[config.mk]
export PLATFORM = sky130hd
export DESIGN_NAME = aos_core
export DESIGN_NICKNAME = d
export VERILOG_FILES = /design/src/aos_sat_add.sv /design/src/aos_core.sv
export SDC_FILE = /design/constraint.sdc
export NUM_CORES = 1
export LEC_CHECK = 0
export BUFFER_PORTS_ARGS = -buffer_cell sky130_fd_sc_hd__buf_2
export CELL_PAD_IN_SITES_DETAIL_PLACEMENT = 0
export CELL_PAD_IN_SITES_GLOBAL_PLACEMENT = 1
export CORE_MARGIN = 2
export CORE_UTILIZATION = 30
export DETAILED_ROUTE_END_ITERATION = 12
export GPL_TIMING_DRIVEN = 0
export PLACE_DENSITY = 0.65
export SLEW_MARGIN = 20
export SYNTH_ARGS = -nofsm -noshare
export SYNTH_HDL_FRONTEND = slang
export SYNTH_SLANG_ARGS = --single-unit
[constraint.sdc]
create_clock -name aclk -period 9.4 [get_ports aclk]
set_clock_uncertainty 0.15 [all_clocks]
set_input_delay 0 -clock aclk [delete_from_list [all_inputs] [get_ports aclk]]
set_output_delay 0 -clock aclk [all_outputs]
set_load 0.01 [all_outputs]
[src/aos_sat_add.sv]
// Purpose : Package for the accumulator overflow and saturation block, and
//           the shared add/subtract unit with overflow detect and clamp.
// Assumes : Operands are two's complement of width W.
// Notes   : The adder is combinational; the caller registers the result.

`timescale 1ns/100ps
`default_nettype none

package aos_pkg;
  // Accumulator layout: 32-bit body plus 8 guard bits
  localparam int unsigned BODY_W   = 32;
  localparam int unsigned GUARD_W  = 8;
  localparam int unsigned ACC_W    = BODY_W + GUARD_W;
  localparam int unsigned NUM_ACC  = 4;
  localparam int unsigned ADDR_UW  = 16;
  // Register byte offsets
  localparam logic [7:0] OFF_CTRL    = 8'h00;
  localparam logic [7:0] OFF_FLAGS   = 8'h04;
  localparam logic [7:0] OFF_ACC_LO  = 8'h10;
  localparam logic [7:0] OFF_ACC_HI  = 8'h14;
  localparam logic [7:0] ACC_STRIDE  = 8'h08;
  // Control field positions
  localparam int unsigned CTRL_DSAT_BIT = 0;
  localparam int unsigned CTRL_ASAT_BIT = 1;
  // Reset values
  localparam logic [1:0]       CTRL_RST  = 2'h0;
  localparam logic [3:0]       FLAGS_RST = 4'h0;
  localparam logic [ACC_W-1:0] ACC_RST   = 40'h00_0000_0000;
  // AXI responses
  localparam logic [1:0] RESP_OKAY   = 2'h0;
  localparam logic [1:0] RESP_DECERR = 2'h3;
endpackage : aos_pkg

module aos_sat_add #(
  parameter int unsigned W = 16
) (
  // Operands
  input  wire logic [W-1:0] a,
  input  wire logic [W-1:0] b,
  input  wire logic         sub,
  input  wire logic         sat_en,
  // Result
  output logic      [W-1:0] y,
  output logic              ovf
);
  logic [W-1:0] b_eff;
  logic [W:0]   sum;

  // One extra bit holds the true sign; differs from bit W-1 on overflow
  always_comb
  begin
    b_eff = sub ? ~b : b;
    sum   = {a[W-1], a} + {b_eff[W-1], b_eff} + {{W{1'b0}}, sub};
    ovf   = sum[W] ^ sum[W-1];
    y     = sum[W-1:0];
    // (RULE_06) nearest range limit
    if (ovf && sat_en)
      y = sum[W] ? {1'b1, {(W-1){1'b0}}} : {1'b0, {(W-1){1'b1}}};
  end
endmodule // aos_sat_add

`default_nettype wire
[src/aos_core.sv]
// Purpose : Overflow detection and saturation for four guarded accumulators
//           and the address-unit adder, with AXI4-Lite control and status.
// Assumes : Operation strobes come from logic on aclk; one op per unit per cycle.
// Notes   : Flags are sticky; the data unit clamps at the 40-bit range.
// Notes on behaviour
// (RULE_01) Each accumulator is 40 bits: a 32-bit body and 8 guard bits 39..32.
// (RULE_02) Each accumulator has its own flag, set when an op on it overflows.
// (RULE_03) With data saturation enabled, an overflowing data result is clamped.
// (RULE_04) The accumulator flag is set on data overflow whatever the enable.
// (RULE_05) Address results raise no flag and clamp only with address saturation on.
// (RULE_06) Clamping picks the nearest limit, e.g. 7FFF or 8000 for 16 bits.
// (RULE_07) Flags stay set until software writes one to clear them.

`timescale 1ns/100ps
`default_nettype none

module aos_core (
  // Clock and reset
  input  wire logic                         aclk,
  input  wire logic                         aresetn,
  // AXI4-Lite write address
  input  wire logic                         s_axi_awvalid,
  output logic                              s_axi_awready,
  input  wire logic [7:0]                   s_axi_awaddr,
  // AXI4-Lite write data
  input  wire logic                         s_axi_wvalid,
  output logic                              s_axi_wready,
  input  wire logic [31:0]                  s_axi_wdata,
  input  wire logic [3:0]                   s_axi_wstrb,
  // AXI4-Lite write response
  output logic                              s_axi_bvalid,
  input  wire logic                         s_axi_bready,
  output logic [1:0]                        s_axi_bresp,
  // AXI4-Lite read
  input  wire logic                         s_axi_arvalid,
  output logic                              s_axi_arready,
  input  wire logic [7:0]                   s_axi_araddr,
  output logic                              s_axi_rvalid,
  input  wire logic                         s_axi_rready,
  output logic [31:0]                       s_axi_rdata,
  output logic [1:0]                        s_axi_rresp,
  // Data-unit accumulate operation
  input  wire logic                         d_op_valid,
  input  wire logic [1:0]                   d_op_acc,
  input  wire logic                         d_op_load,
  input  wire logic                         d_op_sub,
  input  wire logic [aos_pkg::ACC_W-1:0]    d_op_operand,
  // Address-unit operation
  input  wire logic                         a_op_valid,
  input  wire logic                         a_op_sub,
  input  wire logic [aos_pkg::ADDR_UW-1:0]  a_op_a,
  input  wire logic [aos_pkg::ADDR_UW-1:0]  a_op_b,
  output logic                              a_result_valid,
  output logic [aos_pkg::ADDR_UW-1:0]       a_result,
  // Status
  output logic [aos_pkg::NUM_ACC-1:0]       acc_overflow
);
  import aos_pkg::*;

  // Register index of an accumulator word, or -1 when not an accumulator
  function automatic int acc_word(input logic [7:0] addr);
    int idx;
    idx = -1;
    for (int i = 0; i < NUM_ACC; i++)
    begin
      if (addr == OFF_ACC_LO + 8'(i * ACC_STRIDE))
        idx = 2 * i;
      if (addr == OFF_ACC_HI + 8'(i * ACC_STRIDE))
        idx = 2 * i + 1;
    end
    return idx;
  endfunction

  logic [ACC_W-1:0]   acc_reg   [NUM_ACC];
  logic [ACC_W-1:0]   acc_next  [NUM_ACC];
  logic [NUM_ACC-1:0] flags_reg, flags_next;
  logic [1:0]         ctrl_reg, ctrl_next;
  logic [ADDR_UW-1:0] ares_reg, ares_next;
  logic               aval_reg, aval_next;
  logic               awh_reg, awh_next, wh_reg, wh_next;
  logic [7:0]         awa_reg, awa_next;
  logic [31:0]        wd_reg, wd_next;
  logic [3:0]         ws_reg, ws_next;
  logic               bv_reg, bv_next, rv_reg, rv_next;
  logic [1:0]         br_reg, br_next, rr_reg, rr_next;
  logic [31:0]        rd_reg, rd_next;
  logic               awr_reg, awr_next, wr_reg, wr_next, arr_reg, arr_next;

  logic [ACC_W-1:0]   d_y;
  logic               d_ovf;
  logic [ADDR_UW-1:0] a_y;
  logic               do_write;
  int                 widx, ridx;

  // (RULE_03) data unit clamps when enabled
  aos_sat_add #(.W(ACC_W)) u_dsat (
    .a      (acc_reg[d_op_acc]),
    .b      (d_op_operand),
    .sub    (d_op_sub),
    .sat_en (ctrl_reg[CTRL_DSAT_BIT]),
    .y      (d_y),
    .ovf    (d_ovf)
  );

  // (RULE_05) address unit clamps only when enabled
  // Its overflow output stays open: address results must never raise a flag
  aos_sat_add #(.W(ADDR_UW)) u_asat (
    .a      (a_op_a),
    .b      (a_op_b),
    .sub    (a_op_sub),
    .sat_en (ctrl_reg[CTRL_ASAT_BIT]),
    .y      (a_y),
    .ovf    ()
  );

  // Datapath and register file next state; a bus write and an overflow in
  // the same cycle both land, with the overflow set beating the clear
  always_comb
  begin
    do_write   = awh_reg && wh_reg && !bv_reg;
    widx       = acc_word(awa_reg);
    ridx       = acc_word(s_axi_araddr);
    ctrl_next  = ctrl_reg;
    flags_next = flags_reg;
    for (int i = 0; i < NUM_ACC; i++)
      acc_next[i] = acc_reg[i];
    // (RULE_01) full 40-bit guarded accumulator update
    if (d_op_valid)
      acc_next[d_op_acc] = d_op_load ? d_op_operand : d_y;
    // Address result is registered; no flag is touched for it
    aval_next = a_op_valid;
    ares_next = a_op_valid ? a_y : ares_reg;
    // Write channel capture, either order
    awh_next  = awh_reg;
    wh_next   = wh_reg;
    awa_next  = awa_reg;
    wd_next   = wd_reg;
    ws_next   = ws_reg;
    bv_next   = bv_reg;
    br_next   = br_reg;
    if (s_axi_awvalid && awr_reg)
    begin
      awh_next = 1'b1;
      awa_next = s_axi_awaddr;
    end
    if (s_axi_wvalid && wr_reg)
    begin
      wh_next = 1'b1;
      wd_next = s_axi_wdata;
      ws_next = s_axi_wstrb;
    end
    if (bv_reg && s_axi_bready)
      bv_next = 1'b0;
    if (do_write)
    begin
      awh_next = 1'b0;
      wh_next  = 1'b0;
      bv_next  = 1'b1;
      br_next  = RESP_OKAY;
      if (awa_reg == OFF_CTRL)
      begin
        if (ws_reg[0])
          ctrl_next = wd_reg[1:0];
      end
      else if (awa_reg == OFF_FLAGS)
      begin
        // (RULE_07) write one to clear
        if (ws_reg[0])
          flags_next = flags_reg & ~wd_reg[NUM_ACC-1:0];
      end
      else if (widx < 0)
        br_next = RESP_DECERR;
    end
    // (RULE_02) per-accumulator flag
    // (RULE_04) set regardless of saturation enable
    if (d_op_valid && !d_op_load && d_ovf)
      flags_next[d_op_acc] = 1'b1;
    awr_next = !awh_next;
    wr_next  = !wh_next;
    // Read channel: one outstanding read, answered a cycle after address
    rv_next  = rv_reg;
    rr_next  = rr_reg;
    rd_next  = rd_reg;
    if (rv_reg && s_axi_rready)
      rv_next = 1'b0;
    if (s_axi_arvalid && arr_reg)
    begin
      rv_next = 1'b1;
      rr_next = RESP_OKAY;
      rd_next = 32'h0000_0000;
      if (s_axi_araddr == OFF_CTRL)
        rd_next = {30'h0000_0000, ctrl_reg};
      else if (s_axi_araddr == OFF_FLAGS)
        rd_next = {28'h000_0000, flags_reg};
      else if (ridx >= 0 && ridx[0])
        rd_next = {24'h00_0000, acc_reg[ridx >> 1][ACC_W-1:BODY_W]};
      else if (ridx >= 0)
        rd_next = acc_reg[ridx >> 1][BODY_W-1:0];
      else
        rr_next = RESP_DECERR;
    end
    arr_next = !rv_next;
  end

  // State registers, synchronous reset
  always_ff @(posedge aclk)
  begin
    if (!aresetn)
    begin
      for (int i = 0; i < NUM_ACC; i++)
        acc_reg[i] <= ACC_RST;
      flags_reg <= FLAGS_RST;
      ctrl_reg  <= CTRL_RST;
      ares_reg  <= 16'h0000;
      aval_reg  <= 1'b0;
      awh_reg   <= 1'b0;
      wh_reg    <= 1'b0;
      awa_reg   <= 8'h00;
      wd_reg    <= 32'h0000_0000;
      ws_reg    <= 4'h0;
      bv_reg    <= 1'b0;
      br_reg    <= RESP_OKAY;
      rv_reg    <= 1'b0;
      rr_reg    <= RESP_OKAY;
      rd_reg    <= 32'h0000_0000;
      awr_reg   <= 1'b0;
      wr_reg    <= 1'b0;
      arr_reg   <= 1'b0;
    end
    else
    begin
      for (int i = 0; i < NUM_ACC; i++)
        acc_reg[i] <= acc_next[i];
      flags_reg <= flags_next;
      ctrl_reg  <= ctrl_next;
      ares_reg  <= ares_next;
      aval_reg  <= aval_next;
      awh_reg   <= awh_next;
      wh_reg    <= wh_next;
      awa_reg   <= awa_next;
      wd_reg    <= wd_next;
      ws_reg    <= ws_next;
      bv_reg    <= bv_next;
      br_reg    <= br_next;
      rv_reg    <= rv_next;
      rr_reg    <= rr_next;
      rd_reg    <= rd_next;
      awr_reg   <= awr_next;
      wr_reg    <= wr_next;
      arr_reg   <= arr_next;
    end
  end

  // Outputs straight from flops
  assign s_axi_awready  = awr_reg;
  assign s_axi_wready   = wr_reg;
  assign s_axi_bvalid   = bv_reg;
  assign s_axi_bresp    = br_reg;
  assign s_axi_arready  = arr_reg;
  assign s_axi_rvalid   = rv_reg;
  assign s_axi_rdata    = rd_reg;
  assign s_axi_rresp    = rr_reg;
  assign a_result_valid = aval_reg;
  assign a_result       = ares_reg;
  assign acc_overflow   = flags_reg;
endmodule // aos_core

`default_nettype wire

==> flow_metrics.env, run 1 <==
export IMPL_status="complete, no violations"
export IMPL_async_flop_share_pct=0
export IMPL_avgRoutedWirePerCell_um=22.4
export IMPL_end_kind="register"
export IMPL_cts_buffers=29
export IMPL_area_growth_pct=27.2
export IMPL_required_ns=9.70
export IMPL_cp_top_family="buffers and inverters"
export IMPL_min_period_ns=6.25
export IMPL_tns_ns=0
export IMPL_antenna_found_initial=0
export IMPL_critPathArrivalTime_ns=6.55
export IMPL_cts_tree="yes"
export IMPL_synth_nets=1920
export IMPL_post_route_drc_count=0
export IMPL_fin_ws_ns=3.15
export IMPL_synth_largest_area_cell="dfxtp_1"
export IMPL_final_common_cell="dfxtp_1"
export IMPL_yosys_area_top_type_share_pct=32.2
export IMPL_fill_cells=4965
export IMPL_die_width_um=226
export IMPL_critPathLaunchType="primary input"
export IMPL_clockBufferDepth=3
export IMPL_dieArea_um2=50900
export IMPL_setup_violations=0
export IMPL_maxCapViolCount=0
export IMPL_vias=15100
export IMPL_clkLatencyLatePin_ns=0.58
export IMPL_routed_via_density=5.52
export IMPL_diodes=0
export IMPL_core_um2=48700
export IMPL_grt_max_degree=15
export IMPL_rsz0062_at_grt="false"
export IMPL_yosysUniqueCellTypes=76
export IMPL_synth_seq_cells=237
export IMPL_totalWireLength_um=61400
export IMPL_clock_sinks=237
export IMPL_cpMostUsedCell="clkbuf_1"
export IMPL_io_buffers=165
export IMPL_postRouteAntennaNets=0
export IMPL_grt_pass1_wl_um=90800
export IMPL_syn_cell_area_um2=14700
export IMPL_crit_path_max_incr_delay_ns=0.69
export IMPL_final_cell_mix="dfxtp_1, buf_2, nand2_1, nand3_1, dlygate4sd3_1"
export IMPL_slew_headroom_pct=27.1
export IMPL_fmax_ghz=0.160
export IMPL_overflow=0
export IMPL_p_leak_uw=0.00714
export IMPL_synth_edf_count=0
export IMPL_cts_root_buf="clkbuf_16"
export IMPL_min_path_type="primary input to register"
export IMPL_std_cell_rows=81
export IMPL_clk_pin_slew_worst_paths_ns=0.06
export IMPL_htree_levels=1
export IMPL_finalCritPeriodShare_pct=66.5
export IMPL_worstMarginPinSlew_ns=1.09
export IMPL_final_max_slew_viol_count=0
export IMPL_gp_congestion=0.941
export IMPL_hold_ws_ns=0.0172
export IMPL_power_uw=3110
export IMPL_pin_count=200
export IMPL_cts_resized=0
export IMPL_largest_reg_flops=160
export IMPL_hold_viol_final=0
export IMPL_initial_utilization_pct=30.2
export IMPL_slowest_stage="clkbuf_1"
export IMPL_grt_pass1_vias=14500
export IMPL_ys_flop_type="dfxtp_1"
export IMPL_dp_cells=2556
export IMPL_cp_buffers_inverters=6
export IMPL_stdcell_count=2735
export IMPL_path_max_fanout=10
export IMPL_peakVddDrop_mv=0.111
export IMPL_ys_seq_area_share_pct=32.2
export IMPL_syn_inst=1726
export IMPL_path_class="primary input to register"
export IMPL_die_h_um=226
export IMPL_grt_usage_pct=23.7
export IMPL_power_density_nw_per_um2=166
export IMPL_nets=2242
export IMPL_crit_chain="dlygate4sd3_1 -> buf_2 -> clkbuf_1 -> clkbuf_1 -> mux4_2 -> ha_1 -> clkbuf_1 -> nand2_1 -> nor3_1 -> nand3_1 -> o22ai_1 -> o21ai_1 -> o31ai_1 -> xor2_4 -> nand2_4 -> buf_6 -> a21oi_2 -> o21ai_0"
export IMPL_yosysWarnings=0
export IMPL_firstDrtPassIters=5
export IMPL_drt_iter0_drc=1136
export IMPL_dp_hpwl_um=44400
export IMPL_drive_gt1_share_pct=19.1
export IMPL_ys_top_cells_by_area="dfxtp_1, mux4_2, nand3_1, ha_1, nand2_1"
export IMPL_synth_avg_cell_area_um2=8.53
export IMPL_place_ws_ns=2.95
cells in the mapped netlist, types with 8 or more instances:
cell type and n:
clkbuf_1 63, a22oi_1 10, xor2_1 76, dfxtp_1 237, a31oi_1 36, xnor2_1 29, o21bai_1 9, o31ai_1 21
o21ai_0 102, nor3_1 8, o221ai_2 16, and2_1 11, a21boi_0 21, o21ai_1 89, nor2b_1 53, mux4_2 46
nand3_1 173, a21oi_2 30, inv_1 22, a21o_1 28, a311oi_1 15, nand2_1 179, o221ai_1 31, buf_2 47
buf_1 11, ha_1 54, nor2_1 66, a21oi_1 102, o21a_1 16
final cells by class:
| cell class | count | area [um2] | share of cell area, % |
|---|---|---|---|
| sequential | 237 | 4740 | 25.3 |
| clock buffer | 40 | 857 | 4.57 |
| multi-input combinational | 1335 | 9290 | 49.6 |
| inverter | 22 | 82.6 | 0.441 |
| buffer | 132 | 618 | 3.30 |
| timing repair buffer | 291 | 2080 | 11.1 |
| clock inverter | 14 | 235 | 1.26 |
| tap | 664 | 831 | 4.43 |
worst paths after layout:
| path | to | cells past startpoint | start | slack (ns) |
|---|---|---|---|---|
| worst max-delay path | acc_reg[0][33]$_SDFFE_PN0P_ | 18 | d_op_acc[0] | 3.15 |
| worst min-delay path | a_result[13]$_SDFFE_PN0P_ | 5 | a_op_b[13] | 0.02 |
| worst max register to register | acc_reg[0][33]$_SDFFE_PN0P_ | 14 | acc_reg[3][21]$_SDFFE_PN0P_ | 4.10 |
| worst min register to register | awa_reg[1]$_SDFFE_PN0P_ | 2 | awa_reg[1]$_SDFFE_PN0P_ | 0.32 |
worst min-delay path, delay by kind of cell:
kind | cells | cell delay, ns
XOR/XNOR | 2 | 0.30
adder cells (fa/ha/maj) | 1 | 0.20
AO/OA/AOI/OAI | 1 | 0.10
buffers and inverters | 1 | 0.08
what timing repair did:
item | 4_1_cts | 5_1_grt
buffers inserted | 0 | 0
endpoints found under the hold margin | 212 | 0
hold buffers | 125 | 0
layer usage:
layer | wire [um] | track usage (%) | vias up | part of all wire [%]
met3 | 4690 | 3.52 | 108 | 7.6
li1 | - | - | 7049 | -
met2 | 28600 | 39.8 | 650 | 47
met1 | 26300 | 31.2 | 7282 | 43
met5 | 0 | 0 | - | 0
met4 | 1780 | 7.35 | 0 | 2.9
report_power, final:
group	internal, uW	switching (uW)
sequential	1060	37.6
clock	801	489
combinational	294	433
total	2150	959
logic make-up after synthesis:
group                    count (synthesis)  share of synthesized area [%]
multiplexers                            53                           7.54
XOR/XNOR                               106                           6.43
buffers and inverters                  154                           4.76
AO/OA/AOI/OAI                          586                           27.0
adder cells (fa/ha/maj)                 56                           4.86
flip-flops                             237                           32.2
AND/OR/NAND/NOR                        534                           17.2
per-stage QoR:
step / instance area (um2) / util, %
4_1_cts: 18700 / 38.4
6_report: 18700 / 38.4
2_1_floorplan: 14700 / -
3_3_place_gp: 16400 / 33.6
5_1_grt: 18700 / 38.4
3_5_place_dp: 16400 / 33.6
No activity file was read; power rests on OpenSTA's default activity.
==> run 2: changes to the inputs <==
Clock period 9.4 ns to 6.07 ns, I/O delays scaled along.
==> run 2 against run 1 <==
Compared with the run above: global-route usage is the same; first-iteration DRC count is 7.0% higher; register-to-register slack worse by 3.1 ns.
==> flow_metrics.env, run 2 (synthesis gave the netlist of run 1 again) <==
export IMPL_drt_iter0_drc=1216
export IMPL_cpMostUsedCell="clkbuf_1"
export IMPL_hold_viol_final=0
export IMPL_final_common_cell="dfxtp_1"
export IMPL_path_max_fanout=10
export IMPL_combinationalPowerShare_pct=23.4
export IMPL_peakVddDrop_mv=0.169
export IMPL_min_period_ns=5.75
export IMPL_cts_buffers=29
export IMPL_clk_pin_slew_worst_paths_ns=0.06
export IMPL_post_route_drc_count=0
export IMPL_overflow=0
export IMPL_postCtsSetupRepairBufs=0
export IMPL_required_ns=6.36
export IMPL_firstDrtPassIters=5
export IMPL_htree_levels=1
export IMPL_slowest_stage="clkbuf_1"
export IMPL_fmax_ghz=0.174
export IMPL_worstMarginPinSlew_ns=1.11
export IMPL_power_density_nw_per_um2=257
export IMPL_routed_via_density=5.51
export IMPL_std_cell_rows=81
export IMPL_dieArea_um2=50900
export IMPL_vias=15100
export IMPL_grt_max_degree=15
export IMPL_core_um2=48700
export IMPL_p_clk_share_pct=41.4
export IMPL_maxCapViolCount=0
export IMPL_seqPwrFrac_pct=35.2
export IMPL_postRouteAntennaNets=0
export IMPL_io_buffers=165
export IMPL_final_cell_mix="dfxtp_1, buf_2, nand2_1, nand3_1, dlygate4sd3_1"
export IMPL_end_kind="register"
export IMPL_finalCritPeriodShare_pct=94.8
export IMPL_initial_utilization_pct=30.2
export IMPL_fill_cells=4965
export IMPL_dp_hpwl_um=44400
export IMPL_largest_reg_flops=160
export IMPL_grt_usage_pct=23.7
export IMPL_cts_tree="yes"
export IMPL_rsz0062_at_grt="false"
export IMPL_clockBufferDepth=3
export IMPL_drive_gt1_share_pct=19.2
export IMPL_fin_ws_ns=0.316
export IMPL_antenna_found_initial=0
export IMPL_p_int_uw=3330
export IMPL_min_path_type="primary input to register"
export IMPL_p_switching_uw=1480
export IMPL_die_width_um=226
export IMPL_avgRoutedWirePerCell_um=22.5
export IMPL_clock_sinks=237
export IMPL_final_max_slew_viol_count=0
export IMPL_die_h_um=226
export IMPL_clkLatencyLatePin_ns=0.58
export IMPL_nets=2242
export IMPL_switching_share_pct=30.8
export IMPL_path_class="primary input to register"
export IMPL_crit_path_max_incr_delay_ns=0.62
export IMPL_area_growth_pct=27.3
export IMPL_critPathLaunchType="primary input"
export IMPL_cts_root_buf="clkbuf_16"
export IMPL_gp_congestion=0.941
export IMPL_slew_headroom_pct=26.2
export IMPL_grt_pass1_vias=14500
export IMPL_setup_violations=0
export IMPL_status="complete, no violations"
export IMPL_place_ws_ns=-0.379
export IMPL_totalWireLength_um=61500
export IMPL_power_uw=4810
export IMPL_crit_chain="dlygate4sd3_1 -> buf_2 -> clkbuf_1 -> clkbuf_1 -> mux4_2 -> ha_1 -> nand4_1 -> nor3_1 -> nand3_1 -> o22ai_1 -> o21ai_1 -> o31ai_2 -> xor2_4 -> nand2_4 -> buf_6 -> a21oi_2 -> o21ai_0"
export IMPL_pin_count=200
export IMPL_critPathArrivalTime_ns=6.05
export IMPL_p_leak_uw=0.00715
export IMPL_diodes=0
export IMPL_grt_pass1_wl_um=90800
[run 2: changes by cell type in the layout (fill, tap and decap cells not counted), sizes merged]
cell    previous run  this run
buf              235       234
clkbuf           103       104
[run 2: routing by layer]
metal | track usage [%] | routed length (um)
met5 | 0 | 0
met1 | 31.2 | 26700
met3 | 3.52 | 4480
met2 | 39.8 | 28500
met4 | 7.35 | 1800
[run 2: power by group through the flow]
stage               Clock, uW  Combinational, uW  Sequential (uW)
floorplan                   0                698             1710
global placement            0               1020             1720
detailed placement          0               1020             1720
CTS                      2020               1110             1690
global route             2090               1220             1700
finish                   1990               1130             1690
[run 2: what timing repair did]
item,in CTS,in global routing
hold buffers,125,0
endpoints found under the hold margin,212,0
resized for setup,0,5
endpoints found under the setup margin,0,160
[run 2: worst paths after layout]
kind                                from                           to  slack, ns  cells past startpoint
max                          d_op_acc[0]  acc_reg[0][33]$_SDFFE_PN0P_       0.32                     17
min                           a_op_b[13]    a_result[13]$_SDFFE_PN0P_       0.02                      5
max reg2reg  acc_reg[3][21]$_SDFFE_PN0P_  acc_reg[0][33]$_SDFFE_PN0P_       1.01                     14
min reg2reg      awa_reg[7]$_SDFFE_PN0P_      awa_reg[7]$_SDFFE_PN0P_       0.32                      2
[run 2: per-stage QoR]
| stage | area [um2] | setup TNS, ns | std cells | hold slack (ns) | util, % |
|---|---|---|---|---|---|
| floorplan | 14700 | 0 | 1726 | 0.00609 | - |
| global placement | 16400 | -49.41 | 2555 | 0.128 | 33.6 |
| detailed placement | 16400 | -40.44 | 2556 | 0.139 | 33.6 |
| CTS | 18700 | 0 | 2735 | 0.00728 | 38.4 |
| global route | 18700 | 0 | 2735 | 0.0577 | 38.5 |
| finish | 18700 | 0 | 2735 | 0.0155 | 38.5 |
[run 2: critical path: cells and delay by family]
| family | cells | cell delay, ns |
|---|---|---|
| buffers and inverters | 5 | 2.06 |
| adders and majority gates | 1 | 0.42 |
| muxes | 1 | 0.43 |
| and+or+nand+nor | 4 | 1.07 |
| AOI/OAI and AO/OA | 5 | 1.61 |
| xor gates and xnor gates | 1 | 0.44 |
[run 2: layout make-up]
class	instances	area (um2)	share of cell area [%]
well taps	664	831	4.43
plain buffers	132	621	3.31
repair buffers	291	2080	11.1
inverters	22	82.6	0.440
multi-input cells	1335	9290	49.6
flip-flops and latches	237	4740	25.3
clock inverters	14	235	1.25
clock buffers	40	857	4.57
